<file path="src/rtl/aat_pkg.sv">
// shared constants and types of the alarm annunciator and trip block
// assumes one 250 MHz clock and synchronous, active-high reset
package aat_pkg;

  // ----------------------------------------------------------------
  // timing
  // ----------------------------------------------------------------
  localparam int unsigned CLK_HZ = 250_000_000;
  localparam int unsigned HOLD_SEC = 2;
  localparam int unsigned HOLD_CYC = HOLD_SEC * CLK_HZ;

  // ----------------------------------------------------------------
  // alarm list
  // ----------------------------------------------------------------
  localparam int unsigned LIST_DEPTH = 100;
  localparam int unsigned CODE_W = 7;
  localparam int unsigned MOD_W = 5;
  localparam int unsigned SENS_W = 7;
  localparam int unsigned FAST_TRIPS = 3;
  localparam logic [CODE_W-1:0] CODE_TRIP = 7'h0D;
  localparam logic [CODE_W-1:0] CODE_OVERFLOW = 7'h35;

  // ----------------------------------------------------------------
  // display glyphs, ascii coded, dot carried separately
  // ----------------------------------------------------------------
  localparam logic [6:0] GL_BLANK = 7'h20;
  localparam logic [6:0] GL_ZERO = 7'h30;
  localparam logic [6:0] GL_A = 7'h41;
  localparam logic [6:0] GL_C = 7'h43;
  localparam logic [6:0] GL_E = 7'h45;
  localparam logic [6:0] GL_K = 7'h4B;
  localparam logic [6:0] GL_M = 7'h4D;
  localparam logic [6:0] GL_S = 7'h53;
  localparam logic [6:0] GL_T = 7'h54;
  localparam logic [6:0] DEC_BASE = 7'h0A;
  localparam logic [6:0] DEC_WRAP = 7'h64;

  typedef struct packed {
    logic [CODE_W-1:0] code;
    logic [MOD_W-1:0] module_addr;
    logic [SENS_W-1:0] sensor;
  } aat_entry_t;

  typedef struct packed {
    logic [6:0] glyph;
    logic dot;
  } aat_char_t;

  typedef struct packed {
    aat_char_t left;
    aat_char_t mid;
    aat_char_t right;
  } aat_disp_t;

  typedef enum logic [1:0] {
    SW_IDLE,
    SW_WAIT,
    SW_DECIDE
  } aat_sweep_t;

endpackage

</file>
<file path="src/rtl/aat_annunciator.sv">
// alarm annunciator and trip outputs: alarm list, three-character display,
// info and acknowledge buttons, fast trip, trip alarm and supervision
// assumes event inputs are synchronous one-cycle pulses and buttons are
// already debounced
`timescale 1ns/1ns
module aat_annunciator #(
  parameter int unsigned HOLD_CYC = aat_pkg::HOLD_CYC,
  parameter int unsigned DEPTH = aat_pkg::LIST_DEPTH
) (
  input wire logic clk_i,
  input wire logic rst_i,
  input wire logic err_valid_i,
  input wire aat_pkg::aat_entry_t err_entry_i,
  input wire logic [(2**aat_pkg::CODE_W)-1:0] err_active_i,
  input wire logic trip_detect_i,
  input wire logic trip_active_i,
  input wire logic [aat_pkg::MOD_W-1:0] trip_module_i,
  input wire logic [aat_pkg::SENS_W-1:0] trip_sensor_i,
  input wire logic info_btn_i,
  input wire logic ack_btn_i,
  output aat_pkg::aat_disp_t disp_o,
  output logic [aat_pkg::FAST_TRIPS-1:0] fast_trip_o,
  output logic trip_alarm_o,
  output logic supervision_contact_o,
  output logic overflow_o,
  output logic [$clog2(DEPTH+1)-1:0] alarm_count_o
);

  localparam int unsigned AW = $clog2(DEPTH);
  localparam int unsigned CW = $clog2(DEPTH+1);
  localparam int unsigned EW = $bits(aat_pkg::aat_entry_t);
  localparam logic [CW-1:0] FULL = CW'(DEPTH);
  localparam logic [CW-1:0] ONE = CW'(1);

  // ------------------------------------------------------------------
  // helpers
  // ------------------------------------------------------------------
  function automatic logic [AW-1:0] ptr_inc(input logic [AW-1:0] p);
    ptr_inc = (p == AW'(DEPTH - 1)) ? '0 : p + AW'(1);
  endfunction

  // letter with dot, then two decimal digits of num
  function automatic aat_pkg::aat_disp_t show(input logic [6:0] glyph,
                                              input logic [6:0] num);
    logic [6:0] n;
    n = num % aat_pkg::DEC_WRAP;
    show.left = '{glyph: glyph, dot: 1'b1};
    show.mid = '{glyph: aat_pkg::GL_ZERO + n / aat_pkg::DEC_BASE,
                 dot: 1'b0};
    show.right = '{glyph: aat_pkg::GL_ZERO + n % aat_pkg::DEC_BASE,
                   dot: 1'b0};
  endfunction

  // ------------------------------------------------------------------
  // buttons
  // ------------------------------------------------------------------
  logic info_tick;
  logic ack_long;
  logic ack_short_rel;
  logic ack_long_rel;

  aat_button #(.HOLD_CYC(HOLD_CYC)) u_info_btn (
    .clk_i(clk_i),
    .rst_i(rst_i),
    .btn_i(info_btn_i),
    .tick_o(info_tick),
    .long_o(),
    .short_rel_o(),
    .long_rel_o()
  );

  aat_button #(.HOLD_CYC(HOLD_CYC)) u_ack_btn (
    .clk_i(clk_i),
    .rst_i(rst_i),
    .btn_i(ack_btn_i),
    .tick_o(),
    .long_o(ack_long),
    .short_rel_o(ack_short_rel),
    .long_rel_o(ack_long_rel)
  );

  // ------------------------------------------------------------------
  // state
  // ------------------------------------------------------------------
  logic [AW-1:0] head, next_head, tail, next_tail;
  logic [CW-1:0] count, next_count, remain, next_remain;
  aat_pkg::aat_sweep_t sweep, next_sweep;
  aat_pkg::aat_entry_t hold, next_hold, head_entry;
  logic hold_valid, next_hold_valid;
  logic overflow, next_overflow;
  logic trip_pend, next_trip_pend;
  logic [aat_pkg::MOD_W-1:0] trip_mod, next_trip_mod;
  logic [aat_pkg::SENS_W-1:0] trip_sens, next_trip_sens;
  logic info_phase, next_info_phase;
  aat_pkg::aat_disp_t next_disp;
  logic next_sup;
  logic wr_en, push, pop, can_drain, ovf_set;
  logic [AW-1:0] wr_addr;
  aat_pkg::aat_entry_t wr_data;
  logic [EW-1:0] rd_raw;

  aat_list_mem #(.WIDTH(EW), .DEPTH(DEPTH), .AW(AW)) u_list (
    .clk_i(clk_i),
    .wr_en_i(wr_en),
    .wr_addr_i(wr_addr),
    .wr_data_i(wr_data),
    .rd_addr_i(head),
    .rd_data_o(rd_raw)
  );

  assign head_entry = aat_pkg::aat_entry_t'(rd_raw);

  // ------------------------------------------------------------------
  // list, trip and acknowledge
  // ------------------------------------------------------------------
  always_comb
  begin
    next_head = head;
    next_tail = tail;
    next_remain = remain;
    next_sweep = sweep;
    next_hold = hold;
    next_hold_valid = hold_valid;
    next_overflow = overflow;
    next_trip_pend = trip_pend;
    next_trip_mod = trip_mod;
    next_trip_sens = trip_sens;
    wr_en = 1'b0;
    wr_addr = tail;
    wr_data = hold;
    push = 1'b0;
    pop = 1'b0;
    ovf_set = 1'b0;
    // the write port is busy only in a sweep decide cycle
    can_drain = hold_valid && (sweep != aat_pkg::SW_DECIDE);
    if (can_drain)
    begin
      next_hold_valid = 1'b0;
      if (count < FULL)
      begin
        wr_en = 1'b1;
        push = 1'b1;
        next_tail = ptr_inc(tail);
      end
      else
      begin
        ovf_set = 1'b1;
      end
    end
    if (err_valid_i)
    begin
      if (hold_valid && !can_drain)
      begin
        ovf_set = 1'b1;
      end
      else
      begin
        next_hold = err_entry_i;
        next_hold_valid = 1'b1;
      end
    end
    unique case (sweep)
      aat_pkg::SW_IDLE:
      begin
        if (ack_short_rel)
        begin
          // trip is the displayed alarm while pending
          if (trip_pend)
          begin
            next_trip_pend = trip_active_i;
          end
          else if (count != '0)
          begin
            pop = !err_active_i[head_entry.code];
          end
          else if (!hold_valid)
          begin
            next_overflow = 1'b0;
          end
        end
        else if (ack_long_rel)
        begin
          next_trip_pend = trip_pend && trip_active_i;
          if (count != '0)
          begin
            next_sweep = aat_pkg::SW_WAIT;
            next_remain = count;
          end
          else if (!hold_valid && !(trip_pend && trip_active_i))
          begin
            next_overflow = 1'b0;
          end
        end
      end
      aat_pkg::SW_WAIT:
      begin
        next_sweep = aat_pkg::SW_DECIDE;
      end
      aat_pkg::SW_DECIDE:
      begin
        // still-active entries rotate to the tail, keeping their order
        next_head = ptr_inc(head);
        if (err_active_i[head_entry.code])
        begin
          wr_en = 1'b1;
          wr_data = head_entry;
          next_tail = ptr_inc(tail);
        end
        else
        begin
          pop = 1'b1;
        end
        next_remain = remain - ONE;
        next_sweep = (remain == ONE) ? aat_pkg::SW_IDLE : aat_pkg::SW_WAIT;
        // overflow goes last, only once the list has drained
        if (remain == ONE && count == ONE && pop && !trip_pend && !hold_valid)
        begin
          next_overflow = 1'b0;
        end
      end
    endcase
    if (pop && sweep == aat_pkg::SW_IDLE)
    begin
      next_head = ptr_inc(head);
    end
    next_count = count + CW'(push) - CW'(pop);
    if (ovf_set)
    begin
      next_overflow = 1'b1;
    end
    // set wins over a same-cycle acknowledge; only the first detection sets module and sensor
    if (trip_detect_i)
    begin
      next_trip_pend = 1'b1;
      if (!trip_pend)
      begin
        next_trip_mod = trip_module_i;
        next_trip_sens = trip_sensor_i;
      end
    end
    next_sup = !(next_count != '0 || next_hold_valid || next_overflow);
  end

  // ------------------------------------------------------------------
  // display
  // ------------------------------------------------------------------
  always_comb
  begin
    next_info_phase = info_btn_i && (info_phase ^ info_tick);
    next_disp = '{left: '{glyph: aat_pkg::GL_BLANK, dot: 1'b0},
                  mid: '{glyph: aat_pkg::GL_BLANK, dot: 1'b0},
                  right: '{glyph: aat_pkg::GL_BLANK, dot: 1'b0}};
    if (ack_long)
    begin
      next_disp = '{left: '{glyph: aat_pkg::GL_A, dot: 1'b0},
                    mid: '{glyph: aat_pkg::GL_C, dot: 1'b0},
                    right: '{glyph: aat_pkg::GL_K, dot: 1'b0}};
    end
    else if (trip_pend)
    begin
      if (!info_btn_i)
      begin
        next_disp = show(aat_pkg::GL_T, aat_pkg::CODE_TRIP);
      end
      else if (!info_phase)
      begin
        next_disp = show(aat_pkg::GL_M, 7'(trip_mod));
      end
      else
      begin
        next_disp = show(aat_pkg::GL_S, trip_sens);
      end
    end
    else if (count != '0)
    begin
      if (!info_btn_i)
      begin
        next_disp = show(aat_pkg::GL_E, head_entry.code);
      end
      else if (!info_phase)
      begin
        next_disp = show(aat_pkg::GL_M, 7'(head_entry.module_addr));
      end
      else
      begin
        next_disp = show(aat_pkg::GL_S, head_entry.sensor);
      end
    end
    else if (overflow)
    begin
      next_disp = show(aat_pkg::GL_E, aat_pkg::CODE_OVERFLOW);
    end
  end

  // ------------------------------------------------------------------
  // registers
  // ------------------------------------------------------------------
  always_ff @(posedge clk_i)
  begin
    if (rst_i)
    begin
      head <= '0;
      tail <= '0;
      count <= '0;
      remain <= '0;
      sweep <= aat_pkg::SW_IDLE;
      hold <= '0;
      hold_valid <= 1'b0;
      overflow <= 1'b0;
      trip_pend <= 1'b0;
      trip_mod <= '0;
      trip_sens <= '0;
      info_phase <= 1'b0;
      disp_o <= '{left: '{glyph: aat_pkg::GL_BLANK, dot: 1'b0},
                  mid: '{glyph: aat_pkg::GL_BLANK, dot: 1'b0},
                  right: '{glyph: aat_pkg::GL_BLANK, dot: 1'b0}};
      fast_trip_o <= '0;
      trip_alarm_o <= 1'b0;
      supervision_contact_o <= 1'b1;
    end
    else
    begin
      head <= next_head;
      tail <= next_tail;
      count <= next_count;
      remain <= next_remain;
      sweep <= next_sweep;
      hold <= next_hold;
      hold_valid <= next_hold_valid;
      overflow <= next_overflow;
      trip_pend <= next_trip_pend;
      trip_mod <= next_trip_mod;
      trip_sens <= next_trip_sens;
      info_phase <= next_info_phase;
      disp_o <= next_disp;
      fast_trip_o <= {aat_pkg::FAST_TRIPS{next_trip_pend}};
      trip_alarm_o <= next_trip_pend;
      supervision_contact_o <= next_sup;
    end
  end

  assign overflow_o = overflow;
  assign alarm_count_o = count;

endmodule

</file>
<file path="src/rtl/aat_button.sv">
// press timer for one operator button, input already clean and synchronous
// tick pulses once per hold period while held; long marks a long hold
`timescale 1ns/1ns
module aat_button #(
  parameter int unsigned HOLD_CYC = aat_pkg::HOLD_CYC
) (
  input wire logic clk_i,
  input wire logic rst_i,
  input wire logic btn_i,
  output logic tick_o,
  output logic long_o,
  output logic short_rel_o,
  output logic long_rel_o
);

  logic [31:0] cnt;
  logic [31:0] next_cnt;
  logic prev;
  logic long_held;
  logic next_long_held;

  // ------------------------------------------------------------------
  // next state
  // ------------------------------------------------------------------
  always_comb
  begin
    tick_o = btn_i && (cnt == HOLD_CYC - 1);
    next_cnt = 32'h0;
    if (btn_i && !tick_o)
    begin
      next_cnt = cnt + 32'h1;
    end
    next_long_held = btn_i && (long_held || tick_o);
    long_o = long_held;
    short_rel_o = prev && !btn_i && !long_held;
    long_rel_o = prev && !btn_i && long_held;
  end

  // ------------------------------------------------------------------
  // registers
  // ------------------------------------------------------------------
  always_ff @(posedge clk_i)
  begin
    if (rst_i)
    begin
      cnt <= 32'h0;
      prev <= 1'b0;
      long_held <= 1'b0;
    end
    else
    begin
      cnt <= next_cnt;
      prev <= btn_i;
      long_held <= next_long_held;
    end
  end

endmodule

</file>
<file path="src/rtl/aat_list_mem.sv">
// storage for the pending alarm list: one write port, one read port
// read data come from a register one clock after the address
`timescale 1ns/1ns
module aat_list_mem #(
  parameter int unsigned WIDTH = 19,
  parameter int unsigned DEPTH = 100,
  parameter int unsigned AW = 7
) (
  input wire logic clk_i,
  input wire logic wr_en_i,
  input wire logic [AW-1:0] wr_addr_i,
  input wire logic [WIDTH-1:0] wr_data_i,
  input wire logic [AW-1:0] rd_addr_i,
  output logic [WIDTH-1:0] rd_data_o
);

  logic [WIDTH-1:0] mem [DEPTH];

  // ------------------------------------------------------------------
  // array has no reset; the list counters decide what is valid
  // ------------------------------------------------------------------
  always_ff @(posedge clk_i)
  begin
    if (wr_en_i)
    begin
      mem[wr_addr_i] <= wr_data_i;
    end
    rd_data_o <= mem[rd_addr_i];
  end

endmodule

</file>
<file path="config.mk">
export PLATFORM = sky130hd
export DESIGN_NAME = aat_annunciator
export DESIGN_NICKNAME = d
export VERILOG_FILES = /design/src/rtl/aat_pkg.sv /design/src/rtl/aat_annunciator.sv /design/src/rtl/aat_button.sv /design/src/rtl/aat_list_mem.sv
export SDC_FILE = /design/constraint.sdc
export NUM_CORES = 2
export LEC_CHECK = 0
export BUFFER_PORTS_ARGS = -buffer_cell sky130_fd_sc_hd__buf_2
export CAP_MARGIN = 20
export CELL_PAD_IN_SITES_DETAIL_PLACEMENT = 1
export CELL_PAD_IN_SITES_GLOBAL_PLACEMENT = 2
export CORE_MARGIN = 3
export CORE_UTILIZATION = 53
export CTS_CLUSTER_DIAMETER = 120
export DETAILED_ROUTE_END_ITERATION = 8
export PLACE_DENSITY_LB_ADDON = 0.1
export SYNTH_ARGS = -nofsm -noshare
export SYNTH_HDL_FRONTEND = slang
export SYNTH_SLANG_ARGS = --single-unit
export TNS_END_PERCENT = 100
</file>
<file path="constraint.sdc">
create_clock -name clk_i -period 14.2 [get_ports clk_i]
set_input_delay 2.84 -clock clk_i [delete_from_list [all_inputs] [get_ports clk_i]]
set_output_delay 2.84 -clock clk_i [all_outputs]
set_load 0.01 [all_outputs]
</file>
After elaboration in Yosys (flattened, before gate mapping)
Memory sizes are Yosys's and may differ from the RTL's. A register that Yosys moved wholly into a read port is not among the register bits. Cells that the tools add are included.

Output and inout bits: 37. Memories kept: 1. Memory bits (writable): 1900. Logic and storage cells: 187. Register bits after elaboration: 157. Input bits: 166.

Memory list: u_list.mem (words 100, bits a word 19, rd ports 1, clocked after memory_dff 1, wr ports 1, line aat_list_mem.sv:17) `logic [WIDTH-1:0] mem [DEPTH];`.

Bitwise gates (word level): 5. Multiplexer cells: 63. Div/mod/pow operators: 15. Magnitude comparators: 2. Equality and inequality tests: 12. Add/subtract/negate cells: 17. Reductions and logical operators: 43.

Operators with widths (count): $mux 24 (4); $mux 22 (4); $mux 7 (11); $add 6x7->7 const A (10); $add 32x1->32 const B (2); $eq 32x29->1 const B (2); $mux 19 (2); $div 7x4->7 const B (5); $mod 7x4->7 const B (5); $mux 1 (34); $mod 7x7->7 const B (3); $logic_and 1x1->1 (18); $add 7x1->7 const B (2); $eq 7x1->1 const B (2); $eq 7x7->1 const B (2); $mod 5x7->7 const B (2); $pmux 7 s2 (1); $reduce_bool 7->1 (2); $logic_not 1->1 (10); $lt 7x8->1 const B (1); $add 7x1->7 (1); $bmux 1 s7 (1); $lt 7x7->1 const B (1); $sub 7x1->7 (1); 17 further kinds (31).

Logic depth before layout (Yosys ltp)
Depth in word-level cells: 12. Mapped depth: 20. Depth with buffers taken out: 19.

Hierarchy
A second synthesis with hierarchy kept.

Cells, all modules: 4514. Area total of the unflattened synthesis: 84419.7 sq um.

Modules (own cells, without submodules): aat_list_mem (sequential area each 57435.1 sq um, cells each 3118, instances 1, area an instance 73275.3 sq um); aat_annunciator (sequential area each 1741.7 sq um, cells each 1016, instances 1, area an instance 7897.6 sq um); aat_button at u_ack_btn (sequential area each 680.7 sq um, cells each 197, instances 1, area an instance 1662.8 sq um); aat_button at u_info_btn (sequential area each 680.7 sq um, cells each 183, instances 1, area an instance 1584.0 sq um).

Least setup slack after synthesis
No wires, ideal clock.

Path kind: input port to flip-flop. From: input err_active_i[101] in the netlist's numbering. To: memory u_list.mem[0][11] (data pin). Stages on the path: 8. Arrival: 8281 ps. Library setup time: 981 ps. Path slack: 4938 ps. Required time: 13219 ps. Cell sequence: mux4_2 > mux4_2 > o2bb2ai_1 > or4_1 > o311ai_2 > nand2_1 > clkbuf_1 > o21ai_0.

Longest elaborated chain between the ends: 4.

RTL lines: from (decl) (line aat_annunciator.sv:14) `input wire logic [(2**aat_pkg::CODE_W)-1:0] err_active_i,`; $bmux 1 s7 (line aat_annunciator.sv:203) `if (err_active_i[head_entry.code])`; $mux 1 (implied by the code) (line aat_annunciator.sv:203); $mux 19 (line aat_annunciator.sv:203); $mux 19 (line aat_annunciator.sv:162) `unique case (sweep)`; net u_list.wr_data_i[11] (line aat_list_mem.sv:12) `input wire logic [WIDTH-1:0] wr_data_i,`; to (decl) (line aat_list_mem.sv:17).

The timed path passes the listed nets, and every way through them passes these cells. The select of a mux whose other input is x is not followed.

Worst setup path after layout
From: input err_active_i[99] in the netlist's numbering. To: memory u_list.mem[15][13] (data pin).

The elaborated chain is that of the path after synthesis.

==> impl_metrics.toml <==
[clock_network]
cts-root-buf = "clkbuf_16"
clock-sinks = 2072
numCtsBuffers = 204
ctsHoldBuffers = 0
htree_levels = 4
cts_resized = 0
cts_tree = "done"
cts_buffer_depth = 3
clkTransAtPathRegs_ps = 50
cts_setup_buffers = 0
clock_latency_ps = 840

[worst_hold_path]
hp-class = "register to register"

[sta]
period_share_pct = 45.56
setup-tns-final_ps = 0
drv_slew = 0
rsz0062_at_grt = "false"
hold_ws_ps = 439.6
period_minus_slack_ps = 6470
setup_viol = 0
tightest_slew_ps = 1138
finalHoldViolations = 0
clock_skew_ps = 68.33
fmax_mhz = 154.6
relSlewSlack_pct = 24.15

[setup_path]
crit_fanout = 61
rr_worst_depth = 11
critical_path_class = "primary input to register"
end_kind = "register"
rrSetupSlack_ps = 8860
cp-start-kind = "primary input"
r2r_start = "u_list.rd_data_o[12]"
endpoint = "u_list.mem[15][13]"
critPathLaunch = "err_active_i[99]"
cp.required_ps = 14690
r2r_end = "u_list.mem[15][13]"
critPathArrivalTime_ps = 6960

[global_routing]
track_usage_pct = 27.04
grt_pass1_wl_mm = 317.4
grt_overflow = 0
grt_pass1_vias = 44558
antenna_found_initial = 10
grt_max_degree = 129

[outcome]
status = "complete, no violations"

[die]
die_x_microns = 402.2
std_cell_rows = 144
die_h_microns = 402.2
die_area_sq_mm = 0.1617
start_util_pct = 53.69
io_pins = 203
core_sq_mm = 0.1549

[logic_synthesis]
synthFlopType = "edfxtp_1"
syn_area_per_cell_sq_um = 19.87
ys_async_sr_fraction_pct = 0
ys_seq_elements = 2072
synth_edf_count = 1900
synth-seq-area-share_pct = 72.73
yosysWarnings = 0
synth_cell_type_count = 76
synth_area_sq_mm = 0.08318
yosysTopAreaCellShare_pct = 68.59
synth_top_area_cell = "edfxtp_1"
synth_area_leaders = "edfxtp_1, mux4_2, dfxtp_1, nor2_1, nand2_1"
postSynthCellCount = 4187

[detailed_routing]
dr_wl_met3_mm = 15.10
wl_met2_mm = 109.4
dr.max_layer_used = "met4"
wl_per_cell_microns = 32.24
via_count = 42953
drc = 0
firstDrtPassIters = 5
antenna_left = 0
vias_per_cell = 6.378
routed_wl_mm = 217.2
drtIter0Drc = 4521
wl_met1_mm = 85.98

[final_layout]
post-route-util_pct = 61.25
drive_gt1_share_pct = 31.55
layout_commonest_cell = "edfxtp_1"
layout_common_cells = "edfxtp_1, mux4_2, clkbuf_16"
syn_to_final_growth_pct = 14.10
antennaDiodeCount = 0
nets = 4715
final_cells = 6735

[placed_design]
dpl.hpwl_mm = 130.3
port_buffers = 200
gp_congestion = 0.8011
dpl.cell_count = 6333

[pwr]
combinationalPowerShare_pct = 5.9
leakage_nw = 28.93
netSwitchingFraction_pct = 21.86
p_switching_w = 0.002824
clockPowerShare_pct = 42.0
finalPower_w = 0.01292
ir_drop_mv = 0.1297
powerDensity_mw_per_mm2 = 136.1
seqPwrFrac_pct = 52.1
internal_power_w = 0.01009

[run]
cap_violations = 0
[kinds of logic after synthesis]
family / after synthesis / synth area share, %
buffers and inverters: 296 / 1.450
DFF: 2072 / 72.73
adders and majority gates: 32 / 0.4873
xor gates and xnor gates: 80 / 0.8423
AOI/OAI and AO/OA: 293 / 2.211
muxes: 721 / 18.28
other: 1 / 0.004508
and+or+nand+nor: 692 / 3.996
[worst min path at each step]
stage | startpoint | slack [ps] | to | cells past startpoint
after detailed placement | u_ack_btn.cnt[0] | 440 | u_ack_btn.cnt[0] | 1
final | u_ack_btn.cnt[0] | 440 | u_ack_btn.cnt[0] | 1
after CTS | u_ack_btn.cnt[0] | 450 | u_ack_btn.cnt[0] | 1
after global placement | u_ack_btn.cnt[0] | 420 | u_ack_btn.cnt[0] | 1
after global routing | u_ack_btn.cnt[0] | 480 | u_ack_btn.cnt[0] | 1
after floorplan | u_ack_btn.cnt[0] | 410 | u_ack_btn.cnt[0] | 1
[area by class of cell]
type	instances	area, sq um
flip-flops and latches	2072	60520
fillers	12958	60040
well taps	2044	2557
clock buffers	250	5361
clock inverters	129	1399
multi-input cells	1820	22020
repair buffers	371	2869
inverters	49	183.9
[stage by stage]
stage	area [sq um]	setup WS [ps]
after detailed placement	87700	6849
after global routing	94910	7586
after floorplan	83190	4938
after global placement	87300	6992
after CTS	94460	7754
final	94910	7730
[per-layer routing]
metal	up-vias	global-route usage, %
met5	-	0
li1	17891	-
met4	0	8.213
met3	315	4.480
met1	23039	37.47
met2	1708	44.65
[sequential cells by signal (all words and copies together) (netlist names), 19 cells and up]
signal            flops
u_list.mem         1900
u_ack_btn.cnt        32
u_info_btn.cnt       32
disp_o               21
hold                 19
u_list.rd_data_o     19
[power groups by stage]
stage / combinational (W) / clock [W] / sequential (W)
final: 0.000760 / 0.00543 / 0.00673
after detailed placement: 0.000758 / 0 / 0.00686
after global placement: 0.000746 / 0 / 0.00686
after floorplan: 0.000492 / 0 / 0.00685
after CTS: 0.000762 / 0.00552 / 0.00673
after global routing: 0.000827 / 0.00577 / 0.00673
[worst max-delay path, cell delays in order]
cell and delay, ps:
buf_2 110, mux4_2 470, mux4_2 470, o2bb2ai_1 260, or4_1 200, o311ai_2 250
nand2_2 800, nand2_1 220, o21ai_4 100, buf_4 430, buf_4 610
[Yosys cell counts, drive strengths merged (36+ instances only)]
master,number
mux4,635
inv,48
nand2,179
mux2,36
edfxtp,1900
xnor2,46
nor3,91
o21ai,74
dfxtp,172
a21oi,100
clkbuf,149
nand3,51
buf,98
nor2,186
mux2i,50
Note: power is estimated with default switching activity, not from simulation.
